`src/rtl/speed_profile_pkg.sv`:
```
// package: register map, field layout, command codes, fsm states and timing constants
// assumes: one 50 MHz clock, avalon-mm slave with 32-bit data and byte addresses
package speed_profile_pkg;

  // ****************************************
  // clock and widths
  // ****************************************
  localparam int unsigned CLK_HZ = 50_000_000;
  localparam logic [31:0] CLK_HZ_W = 32'h02fa_f080;
  localparam int SPD_W = 24;
  localparam int ADDR_W = 6;

  // ****************************************
  // register byte offsets
  // ****************************************
  localparam logic [ADDR_W-1:0] OFS_MODE = 6'h00;
  localparam logic [ADDR_W-1:0] OFS_INCFG = 6'h04;
  localparam logic [ADDR_W-1:0] OFS_TARGET = 6'h08;
  localparam logic [ADDR_W-1:0] OFS_START = 6'h0c;
  localparam logic [ADDR_W-1:0] OFS_ACCEL = 6'h10;
  localparam logic [ADDR_W-1:0] OFS_DECEL = 6'h14;
  localparam logic [ADDR_W-1:0] OFS_GOAL = 6'h18;
  localparam logic [ADDR_W-1:0] OFS_STEP = 6'h1c;
  localparam logic [ADDR_W-1:0] OFS_MDPOINT = 6'h20;
  localparam logic [ADDR_W-1:0] OFS_CMD = 6'h24;
  localparam logic [ADDR_W-1:0] OFS_STATUS = 6'h28;
  localparam logic [ADDR_W-1:0] OFS_ISSUED = 6'h2c;

  // ****************************************
  // reset values and field positions
  // ****************************************
  localparam logic [15:0] MODE_RST = 16'h0000;
  localparam logic [5:0] INCFG_RST = 6'h00;
  localparam int INCFG_LVL_LSB = 3;
  localparam int STAT_SPD_LSB = 8;

  // ****************************************
  // command codes
  // ****************************************
  localparam logic [7:0] CMD_FIX_POS = 8'h50;
  localparam logic [7:0] CMD_FIX_NEG = 8'h51;
  localparam logic [7:0] CMD_CONT_POS = 8'h52;
  localparam logic [7:0] CMD_CONT_NEG = 8'h53;
  localparam logic [7:0] CMD_SPD_INC = 8'h70;
  localparam logic [7:0] CMD_SPD_DEC = 8'h71;
  localparam logic [7:0] CMD_DEC_STOP = 8'h26;
  localparam logic [7:0] CMD_INST_STOP = 8'h27;

  // bit 13 disables triangle prevention; bits 2..0 select the profile
  typedef struct packed {
    logic [1:0] rsv_hi;
    logic tri_off;
    logic [9:0] rsv_mid;
    logic scurve_select;
    logic separate_decel_select;
    logic manual_decel_select;
  } axis_mode_t;

  typedef struct packed {
    logic [2:0] level;
    logic [2:0] enable;
  } halt_cfg_t;

  typedef enum logic [1:0] {
    ST_IDLE = 2'b00,
    ST_ACCEL = 2'b01,
    ST_CONST = 2'b10,
    ST_DECEL = 2'b11
  } drive_state_t;

endpackage

```
`src/rtl/drive_speed_profile_generator.sv`:
```
// per-axis speed profile: parameters, commands, ramps, stops and drive pulse output
// assumes: synchronous inputs on clk, avalon-mm master, motor driver taking one-cycle pulses
//
// Our own choices: the register offsets and the Avalon-MM interface to the registers.
`timescale 1ns/10ps
module drive_speed_profile_generator
  import speed_profile_pkg::*;
(
  input wire logic clk,
  input wire logic rst,
  input wire logic [ADDR_W-1:0] avs_address,
  input wire logic avs_read,
  input wire logic avs_write,
  input wire logic [31:0] avs_writedata,
  output logic [31:0] avs_readdata,
  output logic avs_waitrequest,
  input wire logic ext_halt_in_0,
  input wire logic ext_halt_in_1,
  input wire logic ext_halt_in_2,
  output logic pulse_out,
  output logic dir_out,
  output logic busy_out
);

  // ****************************************
  // helpers
  // ****************************************
  // rate accumulator: carry when the sum reaches one second worth of clocks
  function automatic logic [32:0] acc_step(input logic [31:0] acc, input logic [31:0] inc);
    logic [32:0] s;
    s = {1'b0, acc} + {1'b0, inc};
    if (s >= {1'b0, CLK_HZ_W}) begin
      s = s - {1'b0, CLK_HZ_W};
      if (s >= {1'b0, CLK_HZ_W}) begin
        s = 33'h0;
      end
      acc_step = {1'b1, s[31:0]};
    end else begin
      acc_step = {1'b0, s[31:0]};
    end
  endfunction

  function automatic logic hit(input logic [ADDR_W-1:0] a, input logic [ADDR_W-1:0] ofs);
    hit = (a == ofs);
  endfunction

  // ****************************************
  // state
  // ****************************************
  axis_mode_t mode_ff;
  halt_cfg_t incfg_ff;
  logic [SPD_W-1:0] tgt_param_ff, start_ff, step_ff, tgt_ff, speed_ff;
  logic [31:0] accel_ff, decel_ff, goal_ff, mdp_ff, issued_ff, acc_pulses_ff;
  logic [31:0] ramp_acc_ff, phase_ff;
  drive_state_t state_ff;
  logic fixed_ff, dir_ff, stopping_ff, brk_ff, hold_ff, pulse_ff;
  logic wait_ff, busy_ff;
  logic [31:0] rdata_ff;

  drive_state_t nxt_state;
  logic [SPD_W-1:0] nxt_tgt, nxt_speed;
  logic [31:0] nxt_issued, nxt_acc_pulses;
  logic nxt_fixed, nxt_dir, nxt_stopping, nxt_brk, nxt_hold;

  // ****************************************
  // bus decode
  // ****************************************
  wire req = avs_read | avs_write;
  wire wr_commit = avs_write & ~wait_ff;
  wire cmd_go = wr_commit & hit(avs_address, OFS_CMD);
  wire [7:0] cmd = avs_writedata[7:0];
  wire tgt_wr = wr_commit & hit(avs_address, OFS_TARGET);
  wire running = (state_ff != ST_IDLE);
  wire ramped = (tgt_ff > start_ff);
  wire [31:0] remaining = goal_ff - issued_ff;
  wire [SPD_W-1:0] status_speed = speed_ff;
  wire [31:0] status_word = {status_speed, 1'b0, brk_ff, hold_ff, stopping_ff,
                             dir_ff, fixed_ff, state_ff};

  // ****************************************
  // external stop inputs
  // ****************************************
  wire [2:0] halt_raw = {ext_halt_in_2, ext_halt_in_1, ext_halt_in_0};
  wire [2:0] halt_act;
  genvar gi;
  generate
    for (gi = 0; gi < 3; gi++) begin : g_halt
      assign halt_act[gi] = incfg_ff.enable[gi] & (halt_raw[gi] == incfg_ff.level[gi]);
    end
  endgenerate
  wire halt_hit = |halt_act & running & ~fixed_ff & ~stopping_ff;

  // ****************************************
  // rate and pulse timing
  // ****************************************
  wire ramping = (state_ff == ST_ACCEL) | (state_ff == ST_DECEL);
  wire use_decel = (state_ff == ST_DECEL) & mode_ff.separate_decel_select;
  wire [31:0] rate = use_decel ? decel_ff : accel_ff;
  wire [32:0] ramp_nxt = acc_step(ramp_acc_ff, rate);
  wire ramp_tick = ramping & ramp_nxt[32];
  wire [32:0] phase_nxt = acc_step(phase_ff, {{(32 - SPD_W){1'b0}}, speed_ff});
  wire pulse_tick = running & phase_nxt[32];

  // ****************************************
  // speed change requests
  // ****************************************
  // s-curve ignores a change mid-ramp; an automatic deceleration in progress keeps its course
  wire chg_ok = running & ~stopping_ff & ~(mode_ff.scurve_select & ramping);
  wire [SPD_W-1:0] inc_val = tgt_ff + step_ff;
  wire [SPD_W-1:0] dec_val = (tgt_ff > step_ff) ? (tgt_ff - step_ff) : '0;
  wire spd_inc = cmd_go & (cmd == CMD_SPD_INC);
  wire spd_dec = cmd_go & (cmd == CMD_SPD_DEC);
  wire start_cmd = cmd_go & ~running & (cmd[7:2] == CMD_FIX_POS[7:2]);

  // ****************************************
  // automatic deceleration and triangle prevention
  // ****************************************
  wire auto_pt = mode_ff.manual_decel_select ? (remaining <= mdp_ff)
                                             : (remaining <= acc_pulses_ff);
  wire auto_dec = fixed_ff & ~stopping_ff & ramped & auto_pt;
  wire [31:0] half_goal = {1'b0, goal_ff[31:1]};
  wire [31:0] both_ramps = {acc_pulses_ff[30:0], 1'b0};
  wire tri_hit = (state_ff == ST_ACCEL) & fixed_ff & ~mode_ff.tri_off & ~brk_ff
                 & (both_ramps > half_goal);
  wire last_pulse = fixed_ff & ((remaining == 32'h0) | (pulse_tick & (remaining == 32'h1)));
  wire [SPD_W-1:0] floor_spd = stopping_ff ? start_ff : tgt_ff;

  // ****************************************
  // profile state machine
  // ****************************************
  always_comb begin
    nxt_state = state_ff;
    nxt_tgt = tgt_ff;
    nxt_speed = speed_ff;
    nxt_issued = issued_ff + {31'h0, pulse_tick};
    nxt_acc_pulses = acc_pulses_ff;
    nxt_fixed = fixed_ff;
    nxt_dir = dir_ff;
    nxt_stopping = stopping_ff;
    nxt_brk = brk_ff;
    nxt_hold = hold_ff;
    case (state_ff)
      ST_IDLE: begin
        nxt_issued = 32'h0;
        if (start_cmd) begin
          nxt_fixed = ~cmd[1];
          nxt_dir = cmd[0];
          nxt_tgt = tgt_param_ff;
          nxt_acc_pulses = 32'h0;
          nxt_stopping = 1'b0;
          nxt_brk = 1'b0;
          nxt_hold = 1'b0;
          if (tgt_param_ff > start_ff) begin
            nxt_state = ST_ACCEL;
            nxt_speed = start_ff;
          end else begin
            nxt_state = ST_CONST;
            nxt_speed = tgt_param_ff;
          end
        end
      end
      ST_ACCEL: begin
        nxt_acc_pulses = acc_pulses_ff + {31'h0, pulse_tick};
        if (speed_ff >= tgt_ff) begin
          nxt_speed = tgt_ff;
          nxt_state = ST_CONST;
        end else if (ramp_tick) begin
          nxt_speed = speed_ff + 1'b1;
        end
        if (tri_hit) begin
          nxt_hold = 1'b1;
          nxt_state = ST_CONST;
        end
      end
      ST_CONST: begin
        if (!ramped) begin
          nxt_speed = tgt_ff;
        end else if (speed_ff < tgt_ff && !hold_ff) begin
          nxt_state = ST_ACCEL;
        end else if (speed_ff > tgt_ff) begin
          nxt_state = ST_DECEL;
        end
      end
      ST_DECEL: begin
        if (speed_ff > floor_spd) begin
          if (ramp_tick) begin
            nxt_speed = speed_ff - 1'b1;
          end
        end else if (!stopping_ff) begin
          nxt_speed = tgt_ff;
          nxt_state = ST_CONST;
        end else if (!fixed_ff) begin
          nxt_state = ST_IDLE;
        end else begin
          nxt_speed = start_ff;
        end
      end
      default: begin
        nxt_state = ST_IDLE;
      end
    endcase
    if (running && chg_ok) begin
      if (tgt_wr) begin
        nxt_tgt = avs_writedata[SPD_W-1:0];
      end else if (spd_inc) begin
        nxt_tgt = inc_val;
      end else if (spd_dec) begin
        nxt_tgt = dec_val;
      end
    end
    if (running && auto_dec) begin
      nxt_stopping = 1'b1;
      nxt_state = ST_DECEL;
    end
    if (running && !stopping_ff && (halt_hit || (cmd_go && cmd == CMD_DEC_STOP))) begin
      if (ramped) begin
        nxt_stopping = 1'b1;
        nxt_brk = (state_ff == ST_ACCEL);
        nxt_state = ST_DECEL;
      end else begin
        nxt_state = ST_IDLE;
      end
    end
    if (running && (last_pulse || (cmd_go && cmd == CMD_INST_STOP))) begin
      nxt_state = ST_IDLE;
    end
  end

  // ****************************************
  // registers
  // ****************************************
  always_ff @(posedge clk) begin
    if (rst) begin
      state_ff <= ST_IDLE;
      tgt_ff <= '0;
      speed_ff <= '0;
      issued_ff <= 32'h0;
      acc_pulses_ff <= 32'h0;
      fixed_ff <= 1'b0;
      dir_ff <= 1'b0;
      stopping_ff <= 1'b0;
      brk_ff <= 1'b0;
      hold_ff <= 1'b0;
      busy_ff <= 1'b0;
    end else begin
      state_ff <= nxt_state;
      tgt_ff <= nxt_tgt;
      speed_ff <= nxt_speed;
      issued_ff <= nxt_issued;
      acc_pulses_ff <= nxt_acc_pulses;
      fixed_ff <= nxt_fixed;
      dir_ff <= nxt_dir;
      stopping_ff <= nxt_stopping;
      brk_ff <= nxt_brk;
      hold_ff <= nxt_hold;
      // taken from the next state so busy lines up with the state register, still a flop
      busy_ff <= (nxt_state != ST_IDLE);
    end
  end

  // accumulators restart with each drive so the first pulse timing is repeatable
  always_ff @(posedge clk) begin
    if (rst || !running) begin
      ramp_acc_ff <= 32'h0;
      phase_ff <= 32'h0;
      pulse_ff <= 1'b0;
    end else begin
      ramp_acc_ff <= ramping ? ramp_nxt[31:0] : 32'h0;
      phase_ff <= phase_nxt[31:0];
      pulse_ff <= pulse_tick & (nxt_state != ST_IDLE | last_pulse);
    end
  end

  // parameter registers; a write lands on the edge where waitrequest is seen low
  always_ff @(posedge clk) begin
    if (rst) begin
      mode_ff <= axis_mode_t'(MODE_RST);
      incfg_ff <= halt_cfg_t'(INCFG_RST);
      tgt_param_ff <= '0;
      start_ff <= '0;
      accel_ff <= 32'h0;
      decel_ff <= 32'h0;
      goal_ff <= 32'h0;
      step_ff <= '0;
      mdp_ff <= 32'h0;
    end else if (wr_commit) begin
      if (hit(avs_address, OFS_MODE)) mode_ff <= axis_mode_t'(avs_writedata[15:0]);
      if (hit(avs_address, OFS_INCFG)) incfg_ff <= halt_cfg_t'(avs_writedata[5:0]);
      if (tgt_wr) tgt_param_ff <= avs_writedata[SPD_W-1:0];
      if (hit(avs_address, OFS_START)) start_ff <= avs_writedata[SPD_W-1:0];
      if (hit(avs_address, OFS_ACCEL)) accel_ff <= avs_writedata;
      if (hit(avs_address, OFS_DECEL)) decel_ff <= avs_writedata;
      if (hit(avs_address, OFS_GOAL)) goal_ff <= avs_writedata;
      if (hit(avs_address, OFS_STEP)) step_ff <= avs_writedata[SPD_W-1:0];
      if (hit(avs_address, OFS_MDPOINT)) mdp_ff <= avs_writedata;
    end
  end

  // ****************************************
  // avalon slave: fixed one wait cycle
  // ****************************************
  wire [31:0] rd_mux =
    hit(avs_address, OFS_MODE) ? {16'h0, mode_ff} :
    hit(avs_address, OFS_INCFG) ? {26'h0, incfg_ff} :
    hit(avs_address, OFS_TARGET) ? {8'h0, tgt_param_ff} :
    hit(avs_address, OFS_START) ? {8'h0, start_ff} :
    hit(avs_address, OFS_ACCEL) ? accel_ff :
    hit(avs_address, OFS_DECEL) ? decel_ff :
    hit(avs_address, OFS_GOAL) ? goal_ff :
    hit(avs_address, OFS_STEP) ? {8'h0, step_ff} :
    hit(avs_address, OFS_MDPOINT) ? mdp_ff :
    hit(avs_address, OFS_STATUS) ? status_word :
    hit(avs_address, OFS_ISSUED) ? issued_ff : 32'h0;

  always_ff @(posedge clk) begin
    if (rst) begin
      wait_ff <= 1'b1;
      rdata_ff <= 32'h0;
    end else begin
      wait_ff <= ~(req & wait_ff);
      if (avs_read && wait_ff) rdata_ff <= rd_mux;
    end
  end

  assign avs_waitrequest = wait_ff;
  assign avs_readdata = rdata_ff;
  assign pulse_out = pulse_ff;
  assign dir_out = dir_ff;
  assign busy_out = busy_ff;

endmodule // drive_speed_profile_generator

```
`config.mk`:
```
export PLATFORM = sky130hd
export DESIGN_NAME = drive_speed_profile_generator
export DESIGN_NICKNAME = d
export VERILOG_FILES = /design/src/rtl/speed_profile_pkg.sv /design/src/rtl/drive_speed_profile_generator.sv
export SDC_FILE = /design/constraint.sdc
export NUM_CORES = 2
export LEC_CHECK = 0
export BUFFER_PORTS_ARGS = -buffer_cell sky130_fd_sc_hd__buf_2
export CAP_MARGIN = 20
export CELL_PAD_IN_SITES_DETAIL_PLACEMENT = 1
export CELL_PAD_IN_SITES_GLOBAL_PLACEMENT = 1
export CORE_ASPECT_RATIO = 1.5
export CORE_UTILIZATION = 52
export DETAILED_ROUTE_END_ITERATION = 12
export HOLD_SLACK_MARGIN = 0.05
export PLACE_DENSITY_LB_ADDON = 0.12
export SLEW_MARGIN = 40
export SYNTH_ARGS = -nofsm -noshare
export SYNTH_HDL_FRONTEND = slang
export SYNTH_SLANG_ARGS = --single-unit
export TNS_END_PERCENT = 20
```
`constraint.sdc`:
```
create_clock -name clk -period 9.65 [get_ports clk]
set_clock_uncertainty 0.05 [all_clocks]
set_input_delay 0.4825 -clock clk [delete_from_list [all_inputs] [get_ports clk]]
set_output_delay 0.4825 -clock clk [all_outputs]
set_load 0.01 [all_outputs]
```
==> impl_metrics.sql <==
INSERT INTO impl_metrics (metric_group, metric, value, unit) VALUES
('status', 'status', 'finished, final reports clean', ''),
('placement', 'place.port_buffers', '80', ''),
('detailed_routing', 'route.vias.total', '37902', ''),
('critical_path', 'timing.critical_path.required', '10.17', 'ns'),
('grt', 'maximum_number_of_pins_on_one_net_before_global_route_repair', '98', ''),
('final_layout', 'fin_nets', '4944', ''),
('floorplan', 'fp-row-count', '115', ''),
('synth', 'synth_top_area_share', '25.3', '%'),
('detailed_routing', 'remaining_drc_errors', '0', ''),
('pwr', 'ir_drop', '0.139', 'mV'),
('final_layout', 'multiInputGateArea', '24100', 'sq um'),
('synth', 'synth.distinct_cells', '97', ''),
('pwr', 'leakagePower', '15.1', 'nW'),
('detailed_routing', 'postRouteWirelength', '167000', 'um'),
('cts', 'cts.htree.levels', '2', ''),
('synth', 'ffs_w_async_s_r_synth', '0', '%'),
('pwr', 'power.share.combinational', '6.2', '%'),
('sta', 'period_minus_ws_final', '7.51', 'ns'),
('floorplan', 'die_w', '213', 'um'),
('critical_path', 'critical_path_class', 'reg2reg', ''),
('sta', 'grt_setup_unrepaired', 'no', ''),
('critical_path', 'kind_of_end_point_of_the_critical_path', 'register', ''),
('critical_path', 'critical_path.startpoint_type', 'register', ''),
('detailed_routing', 'detail-route-antenna-nets', '0', ''),
('grt', 'groute.usage.overall', '48.4', '%'),
('placement', 'dp_worst_slack', '2.06', 'ns'),
('floorplan', 'die-area', '68000', 'sq um'),
('cts', 'cts.repair.resized', '0', ''),
('pwr', 'power_per_cell_area', '110', 'nW/um^2'),
('sta', 'final.setup.tns', '0', 'ns'),
('detailed_routing', 'avgRoutedWirePerCell', '30.5', 'um'),
('synth', 'synthMostInstantiatedCell', 'sky130_fd_sc_hd__nand2_1', ''),
('cts', 'cts-root-to-sink-buffers', '3', ''),
('synth', 'synth_sequential_area_ratio', '25.3', '%'),
('synth', 'synth_common_cells', 'sky130_fd_sc_hd__nand2_1, sky130_fd_sc_hd__a21oi_1, sky130_fd_sc_hd__dfxtp_1', ''),
('grt', 'number_of_antenna_violations_at_the_first_check_in_global_routing', '20', ''),
('cts', 'clock_tree_from_tritoncts', 'yes', ''),
('grt', 'number_of_global_route_vias_before_repair', '38115', ''),
('pwr', 'power_frac_clock', '49.3', '%'),
('min_path', 'min-delay-path-class', 'in2reg', ''),
('job', 'drv.max_cap_violation_count', '0', ''),
('floorplan', 'chipHeight', '319', 'um'),
('grt', 'grt_overflow', '0', ''),
('detailed_routing', 'dr.pass1.iters', '6', ''),
('cts', 'clkSlewWorstSetupHoldPaths', '0.07', 'ns'),
('sta', 'layout_worst_path_cycle_share', '77.9', '%'),
('placement', 'estimated_wirelength_of_the_detail_placed_design', '126000', 'um'),
('floorplan', 'start_util', '52.8', '%'),
('sta', 'max_freq', '133', 'MHz'),
('sta', 'slew_headroom', '30.6', '%'),
('synth', 'ys.warnings.count', '0', ''),
('synth', 'synth_ff_type', 'sky130_fd_sc_hd__dfxtp_1', ''),
('floorplan', 'io_pins', '81', ''),
('pwr', 'power.switching', '1.08', 'mW'),
('sta', 'max_slew.worst_pin.slew', '1.04', 'ns'),
('synth', 'synthesis.area', '34800', 'sq um'),
('synth', 'yosys_register_bits', '440', ''),
('sta', 'post-route-worst-setup-slack', '2.14', 'ns'),
('detailed_routing', 'route.detailed.vias_per_inst', '6.92', ''),
('cts', 'clock_sinks', '440', ''),
('final_layout', 'seq_area', '8810', 'sq um'),
('critical_path', 'timing.critical_path.fanout_max', '12', ''),
('sta', 'finalMaxSlewViolations', '0', ''),
('cts', 'clock_latency', '0.65', 'ns'),
('pwr', 'p_int', '3.06', 'mW'),
('floorplan', 'floorplan.core_area', '65900', 'sq um'),
('synth', 'syn-instance-count', '4629', ''),
('synth', 'synth-edff-count', '0', ''),
('sta', 'final_hold_viol_count', '0', ''),
('final_layout', 'final.fill_count', '8339', ''),
('final_layout', 'post_route_cells_drive_above_1_share', '8.07', '%');
==> cells in the final DEF, fill, tap and decap left out, drive strengths merged, types with 24 or more instances in the layout <==
master / netlist / routed
nor2b: 33 / 33
and3: 40 / 40
o211ai: 49 / 49
dfxtp: 440 / 440
clkbuf: 237 / 70
nor2: 318 / 318
a22oi: 48 / 48
buf: 40 / 143
nor4: 39 / 39
a22o: 29 / 29
a211oi: 39 / 39
and2: 24 / 24
nand4: 78 / 78
nor3: 102 / 102
inv: 277 / 279
xor2: 50 / 50
a21o: 127 / 127
a222oi: 37 / 37
mux2i: 81 / 81
nand2: 682 / 682
nand2b: 37 / 37
a21oi: 500 / 500
mux2: 55 / 55
a221oi: 39 / 39
o22ai: 29 / 29
nand3: 109 / 109
a31oi: 75 / 75
xnor2: 151 / 151
o21a: 52 / 52
ha: 335 / 335
or3: 33 / 33
o21ai: 158 / 158
o21bai: 31 / 31
==> final cells by class <==
| cell class | count | area share, % |
|---|---|---|
| Timing Repair Buffer | 146 | 2.39 |
| Sequential cell | 440 | 23.4 |
| Antenna cell | 8 | 0.0532 |
| Inverter | 277 | 2.76 |
| Multi-Input combinational cell | 3646 | 64.1 |
| Tap cell | 877 | 2.91 |
| Clock buffer | 68 | 3.71 |
| Clock inverter | 18 | 0.675 |
==> final timing paths <==
| path | startpoint | end | slack (ns) | cells past startpoint |
|---|---|---|---|---|
| worst min register to register | avs_readdata[26] | avs_readdata[26] | 0.40 | 2 |
| worst max register to register | speed_ff[1] | acc_pulses_ff[29] | 2.14 | 26 |
| worst min-delay path | avs_write | avs_waitrequest | 0.06 | 2 |
| worst max-delay path | speed_ff[1] | acc_pulses_ff[29] | 2.14 | 26 |
==> critical path, stage by stage, from the launching register on <==
cell and delay, ns:
sky130_fd_sc_hd__dfxtp_1 0.56, sky130_fd_sc_hd__ha_1 0.31, sky130_fd_sc_hd__a211oi_1 0.38, sky130_fd_sc_hd__o21ai_1 0.23, sky130_fd_sc_hd__a21oi_1 0.27, sky130_fd_sc_hd__inv_1 0.06
sky130_fd_sc_hd__a21oi_1 0.18, sky130_fd_sc_hd__xnor2_1 0.23, sky130_fd_sc_hd__inv_1 0.08, sky130_fd_sc_hd__ha_1 0.26, sky130_fd_sc_hd__o2111ai_1 0.24, sky130_fd_sc_hd__or4b_1 0.52
sky130_fd_sc_hd__o221ai_2 0.47, sky130_fd_sc_hd__a41oi_1 0.27, sky130_fd_sc_hd__o31a_1 0.47, sky130_fd_sc_hd__nor2_1 0.23, sky130_fd_sc_hd__ha_1 0.23, sky130_fd_sc_hd__nand3_1 0.13
sky130_fd_sc_hd__nor2_1 0.20, sky130_fd_sc_hd__nand2_1 0.14, sky130_fd_sc_hd__nor2_1 0.27, sky130_fd_sc_hd__nand2_1 0.24, sky130_fd_sc_hd__nor3_1 0.39, sky130_fd_sc_hd__nand3_1 0.28
sky130_fd_sc_hd__nor4_1 0.28, sky130_fd_sc_hd__mux2_2 0.37, sky130_fd_sc_hd__nor2_1 0.08
==> power by group through the flow <==
stage	logic [mW]	registers, mW	clock network [mW]
CTS	0.241	1.84	2.04
finish	0.257	1.84	2.04
detailed placement	0.238	1.88	0
floorplan	0.129	1.88	0
global placement	0.233	1.88	0
global route	0.261	1.84	2.10
==> timing repair <==
action | 4_1_cts | 5_1_grt
hold buffers | 1 | 0
endpoints found under the hold margin | 1 | 0
buffers inserted | 0 | 0
==> routing by layer <==
metal / track usage (%) / part of all wire [%]
met5: 0 / 0.075
met4: 45.0 / 11
met3: 14.1 / 9.6
met2: 75.6 / 44
met1: 52.1 / 35
==> through the flow <==
step                      hold WS, ns  area (sq um)  std cells  util, %  total power [mW]
after floorplan                 0.386         34800       4640        -              2.01
after global placement          0.390         35800       5377     54.3              2.12
after detailed placement        0.393         35900       5383     54.5              2.12
after CTS                      0.0573         37500       5470     57.0              4.12
after global routing           0.0641         37600       5473     57.1              4.20
final                          0.0581         37600       5480     57.1              4.14
==> kinds of logic (layout without fill, tap and decap cells) <==
family                     count (synthesis)  count (layout)  synth area share [%]
buffers and inverters                    554             509                  6.18
muxes                                    138             138                  4.24
other                                      1              20                0.0108
and+or+nand+nor                         1585            1585                  21.0
DFF                                      440             440                  25.3
AOI/OAI and AO/OA                       1370            1370                  25.8
xor gates and xnor gates                 201             201                  5.08
adders and majority gates                340             340                  12.3
==> state kept, by name, indices dropped and copies added (netlist names), 32 cells and up <==
signal and count:
ramp_acc_ff 32, acc_pulses_ff 32, goal_ff 32, decel_ff 32, avs_readdata 32, mdp_ff 32
issued_ff 32, phase_ff 32, accel_ff 32
No activity file was read; power rests on OpenSTA's default activity.
